===== config.mk =====
export PLATFORM = sky130hd
export DESIGN_NAME = tec_timer
export DESIGN_NICKNAME = d
export VERILOG_FILES = /design/src/verilog/tec_pkg.sv /design/src/verilog/tec_timer.sv
export SDC_FILE = /design/constraint.sdc
export NUM_CORES = 1
export LEC_CHECK = 0
export ABC_AREA = 1
export BUFFER_PORTS_ARGS = -buffer_cell sky130_fd_sc_hd__buf_2
export CORE_ASPECT_RATIO = 1.75
export CORE_UTILIZATION = 55
export CTS_CLUSTER_SIZE = 20
export DETAILED_ROUTE_END_ITERATION = 10
export GPL_ROUTABILITY_DRIVEN = 0
export PLACE_DENSITY_LB_ADDON = 0.3
export SLEW_MARGIN = 20
export SYNTH_ARGS = -nofsm -noshare
export SYNTH_HDL_FRONTEND = slang
export SYNTH_SLANG_ARGS = --single-unit

===== constraint.sdc =====
create_clock -name i_clk -period 3.8 [get_ports i_clk]
set_clock_uncertainty 0.15 [all_clocks]
set_input_delay 0.76 -clock i_clk [delete_from_list [all_inputs] [get_ports i_clk]]
set_output_delay 0.76 -clock i_clk [all_outputs]
set_load 0.05 [all_outputs]

===== src/verilog/tec_pkg.sv =====
// package: constants and types for the timer/event counter
package tec_pkg;
  localparam logic [7:0] TEC_ADDR_COUNT   = 8'h0d;
  localparam logic [7:0] TEC_ADDR_CONTROL = 8'h0e;
  localparam logic [7:0] TEC_CTRL_RESET   = 8'h08;
  localparam logic [7:0] TEC_CTRL_WMASK   = 8'hdf;
  localparam int         TEC_BIT_PSC_LO   = 0;
  localparam int         TEC_BIT_EDGE     = 3;
  localparam int         TEC_BIT_ENABLE   = 4;
  localparam int         TEC_BIT_MODE_LO  = 6;
  localparam logic [7:0] TEC_COUNT_MAX    = 8'hff;
  localparam int         TEC_PSC_STAGES   = 8;

  typedef enum logic [1:0] {
    TEC_MODE_UNUSED = 2'h0,
    TEC_MODE_EVENT  = 2'h1,
    TEC_MODE_TIMER  = 2'h2,
    TEC_MODE_PULSE  = 2'h3
  } tec_mode_t;

  typedef enum {TEC_PW_WAIT, TEC_PW_COUNT, TEC_PW_DONE} tec_pw_state_t;

  typedef struct packed {
    logic       wr;
    logic       rd;
    logic [7:0] addr;
    logic [7:0] wdata;
  } tec_bus_t;
endpackage


===== src/verilog/tec_timer.sv =====
// timer/event counter with preload, prescaler, pulse-width mode and buzzer divider
`timescale 1ns/10ps

module tec_timer
  import tec_pkg::*;
#(
  parameter int PSC_STAGES = TEC_PSC_STAGES
)
(
  input  wire logic       i_clk,
  input  wire logic       i_arst_n,
  input  wire logic       i_wr,
  input  wire logic       i_rd,
  input  wire logic [7:0] i_addr,
  input  wire logic [7:0] i_wdata,
  input  wire logic       i_timer_input_pin,
  input  wire logic       i_overflow_irq_enable,
  input  wire logic       i_flag_clear,
  input  wire logic       i_buzzer_option,
  input  wire logic       i_pin_true_is_output,
  input  wire logic       i_pin_inverted_is_output,
  input  wire logic       i_port_data0,
  output logic [7:0]      o_rdata,
  output logic            o_counter_overflow_flag,
  output logic            o_irq,
  output logic            o_wakeup,
  output logic            o_divider_output,
  output logic            o_buzzer_pin_true,
  output logic            o_buzzer_pin_inverted,
  output logic            o_buzzer_drive_true,
  output logic            o_buzzer_drive_inverted
);

  tec_bus_t      bus;
  logic [7:0]    count_reg;
  logic [7:0]    preload_reg;
  logic [7:0]    control_reg;
  logic [7:0]    fields_reg;
  logic          enable_reg;
  logic [PSC_STAGES-1:0] psc_reg;
  logic          pin_reg;
  tec_pw_state_t pw_reg;
  logic          div_reg;
  tec_mode_t     mode;
  logic          enable;
  logic          edge_sel;
  logic [2:0]    psc_sel;
  logic          psc_tick;
  logic          rise;
  logic          fall;
  logic          count_tick;
  logic          overflow;
  logic          pw_stop;
  logic          pw_start;
  logic          wr_count;
  logic          wr_control;
  logic          rd_count;
  logic [7:0]    rdata_next;
  logic [7:0]    count_next;

  assign bus        = '{wr: i_wr, rd: i_rd, addr: i_addr, wdata: i_wdata};
  assign mode       = tec_mode_t'(control_reg[TEC_BIT_MODE_LO +: 2]);
  assign enable     = control_reg[TEC_BIT_ENABLE];
  assign edge_sel   = control_reg[TEC_BIT_EDGE];
  assign psc_sel    = control_reg[TEC_BIT_PSC_LO +: 3];
  assign wr_count   = bus.wr && (bus.addr == TEC_ADDR_COUNT);
  assign wr_control = bus.wr && (bus.addr == TEC_ADDR_CONTROL);
  assign rd_count   = bus.rd && (bus.addr == TEC_ADDR_COUNT);
  assign rise       = i_timer_input_pin && !pin_reg;
  assign fall       = !i_timer_input_pin && pin_reg;

  // ripple prescaler, one toggle stage per bit; stage k runs at sys/2^(k+1)
  logic [PSC_STAGES-1:0] psc_carry;
  logic [PSC_STAGES-1:0] psc_fall;

  for (genvar g = 0; g < PSC_STAGES; g++) begin : g_psc
    logic stage_reg;

    if (g == 0) begin : g_first
      assign psc_carry[g] = 1'b1;
    end else begin : g_next
      assign psc_carry[g] = psc_carry[g-1] && psc_reg[g-1];
    end

    always_ff @(posedge i_clk or negedge i_arst_n) begin
      if (!i_arst_n) begin
        stage_reg <= 1'b0;
      end else if (psc_carry[g]) begin
        stage_reg <= !stage_reg;
      end
    end

    assign psc_reg[g]  = stage_reg;
    // a stage falls when it is high and its carry arrives
    assign psc_fall[g] = psc_carry[g] && stage_reg;
  end : g_psc

  assign psc_tick = psc_fall[psc_sel];

  always_ff @(posedge i_clk or negedge i_arst_n) begin
    if (!i_arst_n) begin
      // low matches the idle source level, so no false edge after reset
      pin_reg <= 1'b0;
    end else begin
      pin_reg <= i_timer_input_pin;
    end
  end

  // the stop edge is the reverse of the start edge
  always_comb begin
    pw_start = 1'b0;
    pw_stop  = 1'b0;
    if (edge_sel) begin
      pw_start = rise;
      pw_stop  = fall;
    end else begin
      pw_start = fall;
      pw_stop  = rise;
    end
    if (pw_reg != TEC_PW_COUNT) begin
      pw_stop = 1'b0;
    end
  end

  always_comb begin
    count_tick = 1'b0;
    if (enable && !rd_count) begin
      unique case (mode)
        TEC_MODE_EVENT: begin
          if (edge_sel) begin
            count_tick = fall;
          end else begin
            count_tick = rise;
          end
        end
        TEC_MODE_TIMER: begin
          count_tick = psc_tick;
        end
        TEC_MODE_PULSE: begin
          // the stop-edge cycle is not counted
          count_tick = psc_tick && (pw_reg == TEC_PW_COUNT) && !pw_stop;
        end
        TEC_MODE_UNUSED: begin
          count_tick = 1'b0;
        end
      endcase
    end
  end

  assign overflow = count_tick && (count_reg == TEC_COUNT_MAX);

  // pulse-width sequencer: waits for a true edge, so a level at enable is ignored
  always_ff @(posedge i_clk or negedge i_arst_n) begin
    if (!i_arst_n) begin
      pw_reg <= TEC_PW_WAIT;
    end else if (mode != TEC_MODE_PULSE || !enable) begin
      pw_reg <= TEC_PW_WAIT;
    end else begin
      unique case (pw_reg)
        TEC_PW_WAIT: begin
          if (pw_start) begin
            pw_reg <= TEC_PW_COUNT;
          end
        end
        TEC_PW_COUNT: begin
          if (pw_stop) begin
            pw_reg <= TEC_PW_DONE;
          end
        end
        TEC_PW_DONE: begin
          // left on the next cycle: the stop edge also clears enable, which drops back to wait
          pw_reg <= TEC_PW_DONE;
        end
      endcase
    end
  end

  // mode, edge and prescale fields change only by software
  always_ff @(posedge i_clk or negedge i_arst_n) begin
    if (!i_arst_n) begin
      fields_reg <= TEC_CTRL_RESET;
    end else if (wr_control) begin
      fields_reg <= bus.wdata & TEC_CTRL_WMASK;
    end
  end

  // enable is also dropped by hardware at the end of a pulse measurement
  always_ff @(posedge i_clk or negedge i_arst_n) begin
    if (!i_arst_n) begin
      enable_reg <= TEC_CTRL_RESET[TEC_BIT_ENABLE];
    end else if (wr_control) begin
      enable_reg <= bus.wdata[TEC_BIT_ENABLE];
    end else if (pw_stop && mode == TEC_MODE_PULSE) begin
      enable_reg <= 1'b0;
    end
  end

  always_comb begin
    control_reg                 = fields_reg;
    control_reg[TEC_BIT_ENABLE] = enable_reg;
  end

  always_ff @(posedge i_clk or negedge i_arst_n) begin
    if (!i_arst_n) begin
      preload_reg <= 8'h00;
    end else if (wr_count) begin
      preload_reg <= bus.wdata;
    end
  end

  // a stopped write wins; while running a write only reaches the preload
  always_comb begin
    count_next = count_reg;
    if (wr_count && !enable) begin
      count_next = bus.wdata;
    end else if (overflow) begin
      count_next = preload_reg;
    end else if (count_tick) begin
      count_next = count_reg + 8'h01;
    end
  end

  always_ff @(posedge i_clk or negedge i_arst_n) begin
    if (!i_arst_n) begin
      count_reg <= 8'h00;
    end else begin
      count_reg <= count_next;
    end
  end

  // set wins over a simultaneous clear
  always_ff @(posedge i_clk or negedge i_arst_n) begin
    if (!i_arst_n) begin
      o_counter_overflow_flag <= 1'b0;
    end else if (overflow) begin
      o_counter_overflow_flag <= 1'b1;
    end else if (i_flag_clear) begin
      o_counter_overflow_flag <= 1'b0;
    end
  end

  // a fresh overflow reaches the request without waiting for the flag
  always_ff @(posedge i_clk or negedge i_arst_n) begin
    if (!i_arst_n) begin
      o_irq <= 1'b0;
    end else begin
      o_irq <= i_overflow_irq_enable && (o_counter_overflow_flag || overflow);
    end
  end

  always_ff @(posedge i_clk or negedge i_arst_n) begin
    if (!i_arst_n) begin
      o_wakeup <= 1'b0;
    end else begin
      o_wakeup <= overflow;
    end
  end

  always_ff @(posedge i_clk or negedge i_arst_n) begin
    if (!i_arst_n) begin
      div_reg <= 1'b0;
    end else if (overflow) begin
      div_reg <= !div_reg;
    end
  end

  always_ff @(posedge i_clk or negedge i_arst_n) begin
    if (!i_arst_n) begin
      o_divider_output <= 1'b0;
    end else begin
      o_divider_output <= div_reg;
    end
  end

  // buzzer pad levels: port data bit 0 gates both pins
  always_ff @(posedge i_clk or negedge i_arst_n) begin
    if (!i_arst_n) begin
      o_buzzer_pin_true     <= 1'b0;
      o_buzzer_pin_inverted <= 1'b0;
    end else begin
      o_buzzer_pin_true     <= i_port_data0 && div_reg;
      o_buzzer_pin_inverted <= i_port_data0 && !div_reg;
    end
  end

  // low-active enables; an input-mode pin keeps its ordinary function
  always_ff @(posedge i_clk or negedge i_arst_n) begin
    if (!i_arst_n) begin
      o_buzzer_drive_true     <= 1'b1;
      o_buzzer_drive_inverted <= 1'b1;
    end else begin
      o_buzzer_drive_true     <= !(i_buzzer_option && i_pin_true_is_output);
      o_buzzer_drive_inverted <= !(i_buzzer_option && i_pin_inverted_is_output);
    end
  end

  always_comb begin
    rdata_next = o_rdata;
    if (bus.rd) begin
      unique case (bus.addr)
        TEC_ADDR_COUNT: begin
          rdata_next = count_reg;
        end
        TEC_ADDR_CONTROL: begin
          rdata_next = control_reg & TEC_CTRL_WMASK;
        end
        default: begin
          rdata_next = 8'h00;
        end
      endcase
    end
  end

  always_ff @(posedge i_clk or negedge i_arst_n) begin
    if (!i_arst_n) begin
      o_rdata <= 8'h00;
    end else begin
      o_rdata <= rdata_next;
    end
  end

endmodule // tec_timer


==> flow_summary.yaml <==
run_status:
  outcome: "finished, final reports clean"
yosys:
  synth_top_area_share_pct: 48.6
  synthCells: 296
  syn_nets: 326
  post_synth.cell_area_avg_um2: 8.36
  netlist_area_mm2: 0.00247
  yosys_most_used_dff: "dfrtp_1"
  synth.distinct_cells: 29
  synth-seq-cells: 51
  synthArstFlopShare_pct: 100
  synth_area_leaders: "dfrtp_1, nand2_1, inv_1, o21ai_0, nand3_1"
  synth_top_area_cell: "dfrtp_1"
  yosysSeqAreaShare_pct: 51.7
  ys_warn_count: 0
  synth-edff-count: 0
route:
  routed_wl_um: 5450
  vias: 2112
  ant_nets: 0
  dr.first_iter.drc_count: 46
  first_pass_iters: 4
  remaining_drc_errors: 0
  avgRoutedWirePerCell_um: 13.9
  via_per_inst: 5.40
clock_tree:
  cts_buffer_depth: 2
  clock_sinks: 51
  hold_buffers: 0
  clk_pin_slew_ns: 0.09
  cts_tree: "built"
  cts_max_level: 2
  cts_setup_buffers: 0
  clock_latency_ns: 0.31
  cts_made_buffers: 5
  root_buffer: "clkbuf_8"
  cts_resized: 0
finish:
  final_core_util_pct: 66.9
  multiInputGateArea_um2: 987
  fin_nets: 371
  drive_gt1_share_pct: 19.3
  syn2layout_area_growth_pct: 14.4
  antennaDiodeCount: 0
  fillCellCount: 377
  fin_area_mm2: 0.00283
  ff_latch_area_mm2: 0.00128
setup_path:
  cp-start-kind: "flop"
  critical_path.max_fanout: 13
  rrSetupSlack_ns: 1.31
  worst_setup_path_end_kind: "flop"
  worst_path_most_repeated_cell: "nand2_1"
  cpPeakStageDelay_ns: 0.47
  required_ns: 3.86
  crit_slowest_cell: "nand3_1"
  reg2regPathDepth: 9
  r2r_end: "count_reg[1]"
  arrival_ns: 2.55
  worstPathCellList: "ha_1 -> nand2_1 -> nor3_2 -> nand3_1 -> or2_2 -> o21ai_0 -> o21ai_1 -> inv_1 -> nand2_1"
  r2r-start: "count_reg[0]"
  critical_path_class: "reg2reg"
sta:
  rsz0062_at_grt: "false"
  relSlewSlack_pct: 58.0
  period_share_pct: 65.5
  max_freq_ghz: 0.402
  period_needed_ns: 2.49
  setup_viol: 0
  tns_ns: 0
  tightestPinTransition_ns: 0.630
  report.final.slew_viol_count: 0
  hold_violations: 0
power_and_ir_drop:
  power.leakage_nw: 1.51
  power_w: 0.00108
  power.density_mw_per_mm2: 381
  peakVddDrop_mv: 0.314
place:
  io_buffer_count: 42
  dpl.hpwl_um: 4060
  dpl_cell_area_mm2: 0.00272
floorplan:
  rows: 31
  start_util_pct: 58.5
  fp.dieW_um: 52.7
  ios: 43
  core_area_mm2: 0.00423
  die_area_mm2: 0.00478
  dieHeight_um: 90.7
hold_path:
  hp-class: "in2async"
grt:
  overflow: 0
  grt_max_degree: 52
  grt_pass1_vias: 2069
  grt_pass1_wl_um: 8980
  antenna_found_initial: 0
  grtUsageTotal_pct: 25.5
job:
  drv_cap: 0
synth_stat cells (4+ instances only):
cell type	n
nand2_1	80
nand3_1	16
inv_1	47
o211ai_1	5
a21oi_1	7
o21ai_1	4
o22ai_1	5
nor2_1	20
nand2_2	4
dfrtp_1	48
o21ai_0	23
xor2_1	8
kinds of logic (layout without fill, tap and decap cells):
logic type	count (synthesis)	count (layout)	share of synthesized area [%]
simple gates	135	135	24.3
buf+inv	51	97	8.35
flops	51	51	51.7
xor+xnor	9	9	3.49
fa+ha+maj	3	3	1.52
compound gates	47	47	10.6
critical path, delay by kind of cell (launching register included):
kind                       cells  cell delay (ns)
AOI/OAI and AO/OA              2             0.17
adders and majority gates      1             0.21
and+or+nand+nor                5             1.32
buffers and inverters          1             0.08
DFF                            1             0.46
worst max-delay path by stage:
stage                       startpoint      endpoint  slack [ns]  depth (start not counted)
after global routing      count_reg[0]  count_reg[1]        1.11                          9
after CTS                 count_reg[0]  count_reg[1]        1.34                          9
final                     count_reg[0]  count_reg[1]        1.31                          9
after floorplan              i_addr[1]  count_reg[0]        1.75                         11
after global placement       i_addr[1]  count_reg[5]        1.21                         12
after detailed placement     i_addr[1]  count_reg[3]        1.08                         12
cell type report:
class,count,area share [%]
well taps,49,2.17
flip-flops and latches,51,45.2
clock inverters,3,1.55
multi-input cells,194,34.9
clock buffers,5,2.43
inverters,47,6.23
repair buffers,42,7.52
placed cells by master (no fill, tap or decap):
cell	n
nor2_1	20
clkinv_2	1
buf_2	41
o211ai_1	5
o21ai_1	4
nor4_1	1
clkbuf_8	5
o221ai_1	1
and2_1	2
xor2_2	1
nand4_1	3
clkinv_4	1
bufinv_16	1
xor2_1	8
nor3_2	1
dfrtp_1	48
and2_2	1
inv_1	47
a21oi_1	7
a31oi_1	1
nand3_1	16
nor2_4	2
nand2_2	4
nor2_8	1
nand2_1	80
o21a_1	1
or2_2	3
o22ai_1	5
dfstp_2	3
buf_4	1
nor3_1	1
o21ai_0	23
ha_1	3
power by group:
group,switching (W),internal [W]
clock network,0.000179,0.000196
logic,0.0000698,0.0000396
registers,0.0000260,0.000566
total,0.000275,0.000802
routing by layer:
metal,track usage [%],up-vias,share of wire (%)
met5,0,-,0
met4,14.3,0,4.4
met3,4.38,24,4.3
met2,43.7,64,54
met1,28.3,999,38
li1,-,1025,-
through the flow:
| step | hold slack [ns] | instances | setup slack [ns] |
|---|---|---|---|
| final | 0.302 | 391 | 1.31 |
| after global routing | 0.342 | 391 | 1.11 |
| after CTS | 0.325 | 391 | 1.34 |
| after detailed placement | 0.304 | 383 | 1.08 |
| after global placement | 0.303 | 383 | 1.21 |
| after floorplan | 0.287 | 296 | 1.75 |
(Power assumes the default switching activity.)
